**src/inc/lsc_params.svh**
```systemverilog
`ifndef LSC_PARAMS_SVH
`define LSC_PARAMS_SVH
`define LSC_CTRL_OFS 5'h00
`define LSC_TIME_OFS 5'h01
`define LSC_CTRL_RST 8'h00
`define LSC_TIME_RST 8'h00
`define LSC_POWER_BIT 0
`define LSC_EN_BIT 1
`define LSC_VALID_BIT 4
`define LSC_INTR_BIT 5
`define LSC_SF_STOP 5'h02
`define LSC_SF_START 5'h03
`define LSC_STEP_TIME_US 2700
`define LSC_CLK_MHZ 10
`define LSC_STEP_CYCLES (`LSC_STEP_TIME_US * `LSC_CLK_MHZ)
`define LSC_FULL_COUNT 9'h100
`endif

```
**src/inc/lsc_pkg.sv**
```systemverilog
package lsc_pkg;
    typedef struct packed {
        logic wrEn;
        logic rdEn;
        logic [4:0] addr;
        logic [7:0] wrData;
    } lsc_bus_s;

    typedef struct packed {
        logic valid;
        logic [4:0] code;
    } lsc_sf_s;

    typedef enum logic [1:0] {
        LSC_IDLE,
        LSC_AUTO,
        LSC_MANUAL
    } lsc_state_e;
endpackage : lsc_pkg

```
**src/verilog/lsc_ctrl_timing_regs.sv**
```systemverilog
`timescale 1ns/10ps
`include "lsc_params.svh"
module lsc_ctrl_timing_regs #(
    parameter int STEP_CYCLES = `LSC_STEP_CYCLES
) (
    input wire logic ref_clk,
    input wire logic sys_rst,
    input wire lsc_pkg::lsc_bus_s regBus,
    input wire lsc_pkg::lsc_sf_s sfCmd,
    input wire logic intrActive,
    output logic [7:0] rdData,
    output logic coreOn,
    output logic adcRun,
    output logic integrating,
    output logic convDone
);
    import lsc_pkg::*;

    localparam int CW = $clog2(STEP_CYCLES);
    localparam logic [CW-1:0] STEP_LAST = CW'(STEP_CYCLES - 1);

    logic power_ff;
    logic enable_ff;
    logic [7:0] timeReg_ff;
    logic adcRun_ff;
    logic convValid_ff;
    logic [7:0] rdData_ff;
    logic integrating_ff;
    logic convDone_ff;
    lsc_state_e state_ff;
    logic [8:0] remain_ff;
    logic [CW-1:0] stepCnt_ff;
    logic stepTick;
    logic ctrlWr;
    logic timeWr;
    logic sfStart;
    logic sfStop;

    // The step count a timing value asks for; zero is manual and never used here.
    function automatic logic [8:0] steps_for(input logic [7:0] value);
        steps_for = `LSC_FULL_COUNT - {1'b0, value};
    endfunction : steps_for

    assign ctrlWr = regBus.wrEn && (regBus.addr == `LSC_CTRL_OFS);
    assign timeWr = regBus.wrEn && (regBus.addr == `LSC_TIME_OFS);
    assign sfStart = sfCmd.valid && (sfCmd.code == `LSC_SF_START);
    assign sfStop = sfCmd.valid && (sfCmd.code == `LSC_SF_STOP);
    assign stepTick = (state_ff == LSC_AUTO) && (stepCnt_ff == STEP_LAST);

    // Only the power and enable bits are storage; status bits ignore writes.
    always_ff @(posedge ref_clk or posedge sys_rst)
    begin
        if (sys_rst)
        begin
            power_ff <= 1'((`LSC_CTRL_RST >> `LSC_POWER_BIT) & 8'h01);
            enable_ff <= 1'((`LSC_CTRL_RST >> `LSC_EN_BIT) & 8'h01);
        end
        else if (ctrlWr)
        begin
            power_ff <= regBus.wrData[`LSC_POWER_BIT];
            enable_ff <= regBus.wrData[`LSC_EN_BIT];
        end
    end

    always_ff @(posedge ref_clk or posedge sys_rst)
    begin
        if (sys_rst)
            timeReg_ff <= `LSC_TIME_RST;
        else if (timeWr)
            timeReg_ff <= regBus.wrData;
    end

    // The channels run only while the core is powered and enabled.
    always_ff @(posedge ref_clk or posedge sys_rst)
    begin
        if (sys_rst)
            adcRun_ff <= 1'b0;
        else
            adcRun_ff <= power_ff && enable_ff;
    end

    // Step divider: one tick per 2.7 ms while timed integration runs.
    always_ff @(posedge ref_clk or posedge sys_rst)
    begin
        if (sys_rst)
            stepCnt_ff <= '0;
        else if (state_ff != LSC_AUTO || stepTick)
            stepCnt_ff <= '0;
        else
            stepCnt_ff <= stepCnt_ff + 1'b1;
    end

    // Integration sequencing for both channels at once.
    always_ff @(posedge ref_clk or posedge sys_rst)
    begin
        if (sys_rst)
        begin
            state_ff <= LSC_IDLE;
            remain_ff <= '0;
            integrating_ff <= 1'b0;
            convDone_ff <= 1'b0;
        end
        else
        begin
            convDone_ff <= 1'b0;
            case (state_ff)
                LSC_IDLE:
                begin
                    if (adcRun_ff && timeReg_ff != 8'h00)
                    begin
                        state_ff <= LSC_AUTO;
                        remain_ff <= steps_for(timeReg_ff);
                        integrating_ff <= 1'b1;
                    end
                    else if (adcRun_ff && sfStart)
                    begin
                        state_ff <= LSC_MANUAL;
                        integrating_ff <= 1'b1;
                    end
                end
                LSC_AUTO:
                begin
                    if (!adcRun_ff)
                    begin
                        state_ff <= LSC_IDLE;
                        integrating_ff <= 1'b0;
                    end
                    else if (stepTick && remain_ff == 9'h001)
                    begin
                        convDone_ff <= 1'b1;
                        if (timeReg_ff == 8'h00)
                        begin
                            state_ff <= LSC_IDLE;
                            integrating_ff <= 1'b0;
                        end
                        else
                            remain_ff <= steps_for(timeReg_ff);
                    end
                    else if (stepTick)
                        remain_ff <= remain_ff - 9'h001;
                end
                LSC_MANUAL:
                begin
                    if (!adcRun_ff)
                    begin
                        state_ff <= LSC_IDLE;
                        integrating_ff <= 1'b0;
                    end
                    else if (sfStop)
                    begin
                        state_ff <= LSC_IDLE;
                        integrating_ff <= 1'b0;
                        convDone_ff <= 1'b1;
                    end
                end
                default:
                begin
                    state_ff <= LSC_IDLE;
                    integrating_ff <= 1'b0;
                end
            endcase
        end
    end

    // A completed integration sets valid; losing power or enable clears it.
    always_ff @(posedge ref_clk or posedge sys_rst)
    begin
        if (sys_rst)
            convValid_ff <= 1'b0;
        else if (convDone_ff)
            convValid_ff <= 1'b1;
        else if (!adcRun_ff)
            convValid_ff <= 1'b0;
    end

    // Read data appears one cycle after the read strobe; unmapped reads give zero.
    always_ff @(posedge ref_clk or posedge sys_rst)
    begin
        if (sys_rst)
            rdData_ff <= 8'h00;
        else if (regBus.rdEn)
        begin
            if (regBus.addr == `LSC_CTRL_OFS)
            begin
                rdData_ff <= 8'h00;
                rdData_ff[`LSC_POWER_BIT] <= power_ff;
                rdData_ff[`LSC_EN_BIT] <= enable_ff;
                rdData_ff[`LSC_VALID_BIT] <= convValid_ff;
                rdData_ff[`LSC_INTR_BIT] <= intrActive;
            end
            else if (regBus.addr == `LSC_TIME_OFS)
                rdData_ff <= timeReg_ff;
            else
                rdData_ff <= 8'h00;
        end
    end

    assign rdData = rdData_ff;
    assign coreOn = power_ff;
    assign adcRun = adcRun_ff;
    assign integrating = integrating_ff;
    assign convDone = convDone_ff;

    logic timeWritten_ff;
    always_ff @(posedge ref_clk or posedge sys_rst)
    begin
        if (sys_rst)
            timeWritten_ff <= 1'b0;
        else if (timeWr)
            timeWritten_ff <= 1'b1;
    end
endmodule : lsc_ctrl_timing_regs

```
**config.mk**
```make
export PLATFORM = sky130hd
export DESIGN_NAME = lsc_ctrl_timing_regs
export DESIGN_NICKNAME = d
export VERILOG_FILES = /design/src/inc/lsc_pkg.sv /design/src/verilog/lsc_ctrl_timing_regs.sv
export VERILOG_INCLUDE_DIRS = /design/src /design/src/inc
export SDC_FILE = /design/constraint.sdc
export NUM_CORES = 1
export LEC_CHECK = 0
export ABC_AREA = 1
export BUFFER_PORTS_ARGS = -buffer_cell sky130_fd_sc_hd__buf_2
export CAP_MARGIN = 15
export CORE_MARGIN = 3
export CORE_UTILIZATION = 55
export CTS_BUF_LIST = sky130_fd_sc_hd__clkbuf_8
export DETAILED_ROUTE_END_ITERATION = 10
export HOLD_SLACK_MARGIN = 0.05
export PLACE_DENSITY = 0.77
export SYNTH_ARGS = -nofsm -noshare
export SYNTH_HDL_FRONTEND = slang
export SYNTH_SLANG_ARGS = --single-unit
```
**constraint.sdc**
```tcl
create_clock -name ref_clk -period 1.99 [get_ports ref_clk]
set_input_delay 0.199 -clock ref_clk [delete_from_list [all_inputs] [get_ports ref_clk]]
set_output_delay 0.199 -clock ref_clk [all_outputs]
set_load 0.02 [all_outputs]
```
[Word level (Yosys, flattened, before mapping)]
Index checks and enable logic that the tools add are counted.
Word-level totals
  input port bits: 24
  register bits: 48
  output and inout port bits: 12
Cells by class
  muxes and demuxes: 32
  $add $sub $neg: 3
  equal/unequal tests: 17
  reductions and logical operators: 17
Operators by type and width (number)
  9-bit 2-to-1 mux: 5
  9-bit case mux with 2 select lines: 1
  8-bit 2-to-1 mux: 2
  15-bit by 1-bit adder with 15-bit output (second input constant): 1
  15-bit == test (second input constant): 1
  15-bit 2-to-1 mux: 1
  2-bit 2-to-1 mux: 7
  1-bit 2-to-1 mux: 13
  5-bit by 2-bit == test with 1-bit output (second input constant): 2
  9-bit by 1-bit == test with 1-bit output (second input constant): 1
  1-bit logical AND: 9
  3-bit by 2-bit != test with 1-bit output (second input constant): 3
  3-bit != test (second input constant): 3
  9-bit by 1-bit subtractor with 9-bit output (second input constant): 1
  9-bit by 8-bit subtractor with 9-bit output (first input constant): 1
  8-bit logical NOT: 1
  8-bit nonzero test: 1
  2-bit case mux with 3 select lines: 1
  5-bit by 1-bit == test with 1-bit output (second input constant): 1
  5-bit logical NOT: 1
  5-bit AND reduction: 1
  2-bit by 1-bit != test with 1-bit output (second input constant): 2
  2-bit != test (second input constant): 2
  4-bit AND reduction: 1
  other kinds (7): 7

[Longest topological paths before layout]
Gate-level depths: netlist of the first run.
  word-level depth: 6
  depth in mapped cells: 14
  gate-level depth less buffers: 13

[Least setup slack after synthesis of the first run]
Ideal clock, no wire load.
  kind: flip-flop to flip-flop
  start: register state_ff[1]
  end: register integrating_ff, in the netlist integrating
  library setup time: 0.117 ns
  data arrival time: 1.561 ns
  cell stages (with the launch flop): 15
  clock period less this slack: 1.678 ns
  setup slack: 0.312 ns
  required time: 1.873 ns
  path through: dfrtp_1 > inv_1 > ha_1 > buf_6 > inv_2 > nor2_2 > nand3_1 > nor2_2 > nand2_4 > nand2_4 > nand2_1 > nand2_2 > nand2_2 > nand2_1 > nand2_1
On the way
  longest elaborated chain between the ends: 5
  elaborated cells on any way between the ends: 11
  classes of those cells: 6 x eq/ne; 1 x mux; 4 x reduce/logical
RTL lines
  from (decl): RTL line lsc_ctrl_timing_regs.sv:30  | lsc_state_e state_ff;
  from (signal assigned): RTL line lsc_ctrl_timing_regs.sv:98  | state_ff <= LSC_IDLE;
  from (signal assigned): RTL line lsc_ctrl_timing_regs.sv:111  | state_ff <= LSC_AUTO;
  from (signal assigned): RTL line lsc_ctrl_timing_regs.sv:117  | state_ff <= LSC_MANUAL;
  2-bit by 1-bit == test with 1-bit output: RTL line lsc_ctrl_timing_regs.sv:48, lsc_ctrl_timing_regs.sv:106
  1-bit logical AND: RTL line lsc_ctrl_timing_regs.sv:48  | assign stepTick = (state_ff == LSC_AUTO) && (stepCnt_ff == STEP_LAST);
  1-bit logical AND: RTL line lsc_ctrl_timing_regs.sv:128  | else if (stepTick && remain_ff == 9'h001)
  3-bit by 2-bit != test with 1-bit output (no source line)
  4-bit AND reduction (no source line)
  to (signal assigned): RTL line lsc_ctrl_timing_regs.sv:126  | integrating_ff <= 1'b0;
  to (signal assigned): RTL line lsc_ctrl_timing_regs.sv:134  | integrating_ff <= 1'b0;
  to (signal assigned): RTL line lsc_ctrl_timing_regs.sv:147  | integrating_ff <= 1'b0;
  to (decl): RTL line lsc_ctrl_timing_regs.sv:28  | logic integrating_ff;
Several ways; a longest one is shown, not always the timed one.
A chain may end at the register's enable or synchronous reset.

[Worst setup path in the final report of the first run]
  start: register timeReg_ff[0]
  end: register remain_ff[5]
On the way
  longest elaborated chain between the ends: 5
  elaborated cells on any way between the ends: 12
  classes of those cells: 1 x add/sub; 2 x eq/ne; 5 x mux; 4 x reduce/logical
RTL lines
  from (decl): RTL line lsc_ctrl_timing_regs.sv:24  | logic [7:0] timeReg_ff;
  from (signal assigned): RTL line lsc_ctrl_timing_regs.sv:68  | timeReg_ff <= `LSC_TIME_RST;
  from (signal assigned): RTL line lsc_ctrl_timing_regs.sv:70  | timeReg_ff <= regBus.wrData;
  9-bit by 8-bit subtractor with 9-bit output (no source line)
  9-bit 2-to-1 mux: RTL line lsc_ctrl_timing_regs.sv:131  | if (timeReg_ff == 8'h00)
  9-bit 2-to-1 mux: RTL line lsc_ctrl_timing_regs.sv:128
  9-bit 2-to-1 mux: RTL line lsc_ctrl_timing_regs.sv:123  | if (!adcRun_ff)
  9-bit case mux with 2 select lines: RTL line lsc_ctrl_timing_regs.sv:106  | case (state_ff)
  to (signal assigned): RTL line lsc_ctrl_timing_regs.sv:112  | remain_ff <= steps_for(timeReg_ff);
  to (signal assigned): RTL line lsc_ctrl_timing_regs.sv:137  | remain_ff <= steps_for(timeReg_ff);
  to (signal assigned): RTL line lsc_ctrl_timing_regs.sv:140  | remain_ff <= remain_ff - 9'h001;
  to (decl): RTL line lsc_ctrl_timing_regs.sv:31  | logic [8:0] remain_ff;
Several ways; a longest one is shown, not always the timed one. The select of a mux whose other input is x is not followed.

==> results of run 1 <==
-- final timing paths --
check	cells past startpoint	end	start	slack, ns
hold reg to reg	1	convValid_ff	convDone	0.46
setup / recovery	11	remain_ff[5]	timeReg_ff[0]	0.18
hold / removal	3	stepCnt_ff[2]	sys_rst	0.04
min in group ref_clk	3	timeReg_ff[6]	regBus[6]	0.14
setup reg to reg	11	remain_ff[5]	timeReg_ff[0]	0.18
max in group asynchronous	3	state_ff[0]	sys_rst	1.55
-- report_power, final --
part	total, mW	switching (mW)	internal, mW
logic	1.06	0.670	0.388
registers	1.23	0.120	1.11
clock network	0.590	0.313	0.277
total	2.88	1.10	1.78
-- state kept, by name, indices dropped and copies added (netlist names) --
signal	cells
remain_ff	9
convValid_ff	1
timeReg_ff	8
integrating	1
convDone	1
rdData	8
state_ff	2
coreOn	1
adcRun	1
enable_ff	1
stepCnt_ff	15
-- logic make-up after synthesis --
logic type | share of synthesized area
AND/OR/NAND/NOR | 0.318
buffers and inverters | 0.0788
flip-flops | 0.442
AO/OA/AOI/OAI | 0.0926
XOR/XNOR | 0.0355
adder cells (fa/ha/maj) | 0.0323
-- routing by layer --
metal  GRT usage  share of wire
met1       0.278           0.51
met2       0.315           0.44
met3      0.0414          0.036
met4      0.0562          0.014
met5           0              0
-- tightest hold or removal path: cells and delay by family --
| family | cells | cell delay, ns |
|---|---|---|
| buffers and inverters | 3 | 0.61 |
-- final cells by class --
type,instances,area share
multi-input combinational,243,0.427
inverter,47,0.0583
clock inverter,1,0.00285
clock buffer,6,0.0269
timing repair buffer,39,0.0669
sequential,48,0.392
tap,65,0.0265
-- metrics by stage --
step / total power, mW / instance area [um2] / cells / setup slack (ns) / util
after floorplan: 2.06 / 2720 / 341 / 0.312 / -
after global placement: 2.28 / 2960 / 441 / 0.149 / 0.648
after detailed placement: 2.29 / 2960 / 441 / 0.142 / 0.648
after CTS: 2.89 / 3050 / 448 / 0.128 / 0.668
after global routing: 3.13 / 3070 / 449 / 0.00148 / 0.672
final: 2.88 / 3070 / 449 / 0.175 / 0.672
-- cell usage in the layout, fill, tap and decap left out, types with 2 or more instances in the layout --
cell type / Yosys / final
nand2_1: 77 / 75
nand4_1: 7 / 7
nand3_1: 30 / 30
inv_2: 2 / 4
nor2_1: 38 / 38
nor2_2: 3 / 2
nor2_4: 2 / 3
o211ai_1: 4 / 4
dfrtp_1: 48 / 48
inv_1: 43 / 41
buf_4: 0 / 4
ha_1: 7 / 7
clkbuf_8: 0 / 6
a21oi_1: 16 / 16
nand2_4: 3 / 3
nand2_2: 9 / 11
buf_2: 0 / 35
xnor2_1: 3 / 3
nand3_2: 3 / 3
nor3_1: 4 / 4
o21ai_2: 4 / 4
xor2_1: 8 / 8
o21ai_1: 2 / 2
o21ai_0: 15 / 15
-- what timing repair did --
item | CTS | global route
buffers inserted | 0 | 1
endpoints found under the setup margin | 0 | 8
resized for setup | 0 | 4
==> flow_metrics.py, run 1 <==
metrics = {
    "critical_path": {
        "slowest_delay_ns": 0.41,
        "cp-end-kind": "flop",
        "critPathBufInv": 3,
        "critical_path.startpoint_type": "flop",
        "crit_fanout": 10,
        "critical_path.cell_chain": "inv_1 -> ha_1 -> inv_1 -> nor2_4 -> nand4_1 -> inv_2 -> nand3_2 -> nand2_2 -> nor2_8 -> nand2_1 -> o21ai_1",
        "crit_path_top_delay_cell": "dfrtp_1",
        "crit_type": "reg -> reg",
        "critical_path.most_common_cell": "inv_1",
        "crit_arrival_ns": 2.01,
        "required_ns": 2.19,
        "path_delay_family": "simple AND/OR/NAND/NOR gates",
    },
    "cells_and_area": {
        "n_fill_cell": 383,
        "seqCellArea_um2": 1200,
        "n_antenna_cell": 0,
        "area.growth.synth_to_final_pct": 13.0,
        "nets": 415,
        "final_layout_size_suffix_gt1_frac": 0.208,
        "multi_input_area_um2": 1310,
    },
    "timing": {
        "clock.fmax_ghz": 0.551,
        "final.setup.tns_ns": 0,
        "rsz0062_at_grt": "no",
        "finalMaxSlewViolations": 0,
        "worst_pin_slew_ns": 0.580,
        "finClkSkew_ns": 0.0112,
        "max_slew_margin": 0.613,
        "finalSetupViolations": 0,
        "fin_crit_ns": 1.81,
        "whs_ns": 0.0412,
        "hold_violations": 0,
        "post-route-period-util": 0.912,
    },
    "outcome": {
        "outcome": "completed",
    },
    "worst_hold_path": {
        "hold_path.class": "in -> async",
    },
    "yosys": {
        "synth_edf_count": 0,
        "synthArstFlopShare": 1.00,
        "synthTopCellsByCount": "nand2_1, dfrtp_1, inv_1",
        "yosysSeqAreaShare": 0.442,
        "synthDominantCellAreaShare": 0.442,
        "ys_warn_count": 0,
        "ys_top_cells_by_area": "dfrtp_1, nand2_1, inv_1",
        "synth_cell_types": 34,
        "yosysTopAreaCell": "dfrtp_1",
        "yosysMostFrequentCell": "nand2_1",
        "syn_inst": 341,
        "syn-cell-area_um2": 2720,
        "ys_ff_latch": 48,
        "syn-mean-instance-area_um2": 7.96,
        "synth_flop_cell": "dfrtp_1",
        "syn-num-nets": 372,
    },
    "routing": {
        "drtIter0Drc": 130,
        "drt-vias-per-instance": 5.00,
        "drc": 0,
        "wl_per_cell_um": 11.7,
        "finalWirelength_mm": 5.24,
        "ant_nets": 0,
        "drtPass1Iterations": 4,
        "vias": 2243,
    },
    "clocking": {
        "cts_buffer_depth": 2,
        "clk_latency_ns": 0.30,
        "clock-root-buffer": "clkbuf_8",
        "h-tree-depth": 2,
        "cts.clk_slew.worst_paths_ns": 0.09,
        "cts_tree": "built",
        "numCtsBuffers": 5,
        "cts.sink_count": 48,
        "postCtsHoldBufs": 0,
    },
    "floorplan": {
        "io_pins": 36,
        "die_x_um": 76.3,
        "die_h_um": 76.3,
        "die_area_um2": 5820,
        "coreArea_um2": 4560,
        "start_util": 0.595,
        "fp-row-count": 24,
    },
    "power": {
        "p_leak_nw": 1.57,
        "p_per_area_nw_per_um2": 939,
        "peakVddDrop_v": 0.000523,
    },
    "placement": {
        "post-dp-hpwl_mm": 3.94,
        "io_buffers": 35,
        "gp_congestion": 0.848,
    },
    "global_route": {
        "grt.overflow.total": 0,
        "antenna_found_initial": 0,
        "grt_use_total": 0.199,
        "grt_max_degree": 49,
        "grt_pass1_wl_mm": 9.61,
        "grt_pass1_vias": 2159,
    },
    "flow_run": {
        "drv_cap": 0,
    },
}
(Power assumes the default switching activity.)
==> inputs of run 2 (changes only) <==
--- a/config.mk
+++ b/config.mk
@@ -8,12 +8,13 @@
 export LEC_CHECK = 0
 export ABC_AREA = 1
 export BUFFER_PORTS_ARGS = -buffer_cell sky130_fd_sc_hd__buf_2
-export CAP_MARGIN = 15
+export CAP_MARGIN = 30
 export CORE_MARGIN = 3
 export CORE_UTILIZATION = 55
 export CTS_BUF_LIST = sky130_fd_sc_hd__clkbuf_8
 export DETAILED_ROUTE_END_ITERATION = 10
 export HOLD_SLACK_MARGIN = 0.05
+export MAX_ROUTING_LAYER = met4
 export PLACE_DENSITY = 0.77
 export SYNTH_ARGS = -nofsm -noshare
 export SYNTH_HDL_FRONTEND = slang
==> constraint.sdc (replaced) <==
create_clock -name ref_clk -period 1.99 [get_ports ref_clk]
set_input_delay 0.199 -clock ref_clk [delete_from_list [all_inputs] [get_ports ref_clk]]
set_output_delay 0.199 -clock ref_clk [all_outputs]
set_load 0.005 [all_outputs]
==> run 2 against run 1 <==
Cell area is the same; combinational power about the same; die area stayed put; via count rose by 0.31%; first-iteration DRC count is 2.3% lower; hold slack about the same.
==> flow_metrics.py, run 2 (synthesis gave the netlist of run 1 again) <==
metrics = {
    "clocking": {
        "cts_tree": "built",
        "cts.clk_slew.worst_paths_ns": 0.09,
        "cts.sink_count": 48,
        "numCtsBuffers": 5,
        "h-tree-depth": 2,
        "cts_buffer_depth": 2,
        "postCtsHoldBufs": 0,
        "clock-root-buffer": "clkbuf_8",
        "clk_latency_ns": 0.30,
    },
    "timing": {
        "max_slew_margin": 0.613,
        "worst_pin_slew_ns": 0.581,
        "finalSetupViolations": 0,
        "post-route-period-util": 0.912,
        "rsz0062_at_grt": "no",
        "final.setup.tns_ns": 0,
        "finClkSkew_ns": 0.0115,
        "finalMaxSlewViolations": 0,
        "fin_crit_ns": 1.81,
        "timing.final.ws_setup_ns": 0.176,
        "clock.fmax_ghz": 0.551,
        "hold_violations": 0,
    },
    "cells_and_area": {
        "n_antenna_cell": 0,
        "area.growth.synth_to_final_pct": 13.0,
        "final_layout_size_suffix_gt1_frac": 0.208,
        "nets": 415,
        "n_fill_cell": 383,
        "largest_reg_flops": 15,
        "largest-register": "stepCnt_ff",
        "top_regs": "stepCnt_ff x15, remain_ff x9",
        "mostFrequentLayoutCells": "nand2_1, dfrtp_1, inv_1",
        "layout_commonest_cell": "nand2_1",
    },
    "global_route": {
        "grt_use_total": 0.205,
        "antenna_found_initial": 0,
        "gr-usage-met1": 0.280,
        "grt.overflow.total": 0,
        "use_met3": 0.0378,
        "grt_max_degree": 49,
        "grt_pass1_wl_mm": 9.61,
        "met2_usage": 0.315,
        "grt_pass1_vias": 2158,
        "top_usage_layer": "met2",
    },
    "critical_path": {
        "crit_fanout": 10,
        "r2r_cells": 11,
        "critPathBufInv": 3,
        "reg2reg_to": "remain_ff[5]",
        "critical_path.startpoint_type": "flop",
        "critical_path.cell_chain": "inv_1 -> ha_1 -> inv_1 -> nor2_4 -> nand4_1 -> inv_2 -> nand3_2 -> nand2_2 -> nor2_8 -> nand2_1 -> o21ai_1",
        "cp-end-kind": "flop",
        "required_ns": 2.19,
        "crit_path_top_delay_cell": "dfrtp_1",
        "critical_path.most_common_cell": "inv_1",
        "slowest_delay_ns": 0.41,
        "crit_arrival_ns": 2.01,
        "crit_type": "reg -> reg",
        "reg2reg_from": "timeReg_ff[0]",
        "reg2reg_setup_slack_ns": 0.18,
        "path_delay_family": "simple AND/OR/NAND/NOR gates",
    },
    "routing": {
        "drt-vias-per-instance": 5.01,
        "drc": 0,
        "drtIter0Drc": 127,
        "wl_per_cell_um": 11.6,
        "vias": 2250,
        "drtPass1Iterations": 4,
        "ant_nets": 0,
        "finalWirelength_mm": 5.22,
    },
    "floorplan": {
        "fp-row-count": 24,
        "die_x_um": 76.3,
        "die_area_um2": 5820,
        "coreArea_um2": 4560,
        "start_util": 0.595,
        "io_pins": 36,
        "die_h_um": 76.3,
    },
    "placement": {
        "gp_congestion": 0.861,
        "post-dp-hpwl_mm": 3.94,
        "io_buffers": 35,
        "preCtsSetupSlack_ns": 0.142,
    },
    "power": {
        "peakVddDrop_v": 0.000519,
        "p_leak_nw": 1.57,
        "p_per_area_nw_per_um2": 931,
    },
    "flow_run": {
        "drv_cap": 0,
    },
    "outcome": {
        "outcome": "completed",
    },
    "worst_hold_path": {
        "hold_path.class": "in -> async",
    },
}
-- run 2: worst max-delay path by stage --
stage                              from            to  cells after the start
after global routing      stepCnt_ff[0]   state_ff[0]                     12
after global placement    timeReg_ff[0]  remain_ff[7]                     11
after CTS                 timeReg_ff[0]  remain_ff[5]                     11
after detailed placement  timeReg_ff[0]  remain_ff[5]                     11
after floorplan             state_ff[1]   integrating                     14
final                     timeReg_ff[0]  remain_ff[5]                     11
-- run 2: routing by layer --
| metal | up-vias | wire length (um) |
|---|---|---|
| met5 | - | 0 |
| met4 | 0 | 71 |
| met3 | 7 | 173 |
| met2 | 38 | 2320 |
| met1 | 1023 | 2650 |
| li1 | 1182 | - |
-- run 2: worst min-delay path: cells and delay by family --
family / cells / cell delay [ns]
buffers and inverters: 3 / 0.61
-- run 2: cell type report --
type / instances / area [um2] / share of cell area
well taps: 65 / 81.3 / 0.0265
repair buffers: 39 / 205 / 0.0669
multi-input cells: 243 / 1310 / 0.427
clock inverters: 1 / 8.76 / 0.00285
inverters: 47 / 179 / 0.0583
clock buffers: 6 / 82.6 / 0.0269
flip-flops and latches: 48 / 1200 / 0.392
-- run 2: power breakdown --
group	switching (mW)	total, mW	internal (mW)	leakage (nW)
clock network	0.313	0.590	0.277	0.0473
logic	0.646	1.03	0.388	0.895
registers	0.120	1.23	1.11	0.630
-- run 2: metrics by stage --
step                      hold slack, ns  cell area (um2)  std cells   util  power, mW
after floorplan                    0.357             2720        341      -       2.04
after global placement             0.387             2960        441  0.648       2.26
after detailed placement           0.392             2960        441  0.648       2.27
after CTS                         0.0595             3050        448  0.668       2.87
after global routing              0.0867             3070        449  0.672       3.11
final                             0.0412             3070        449  0.672       2.86
-- run 2: repair_timing --
action,in CTS,in global routing
setup buffers,0,1
endpoints found under the setup margin,0,8
gates resized for setup,0,4
endpoints found under the hold margin,0,0
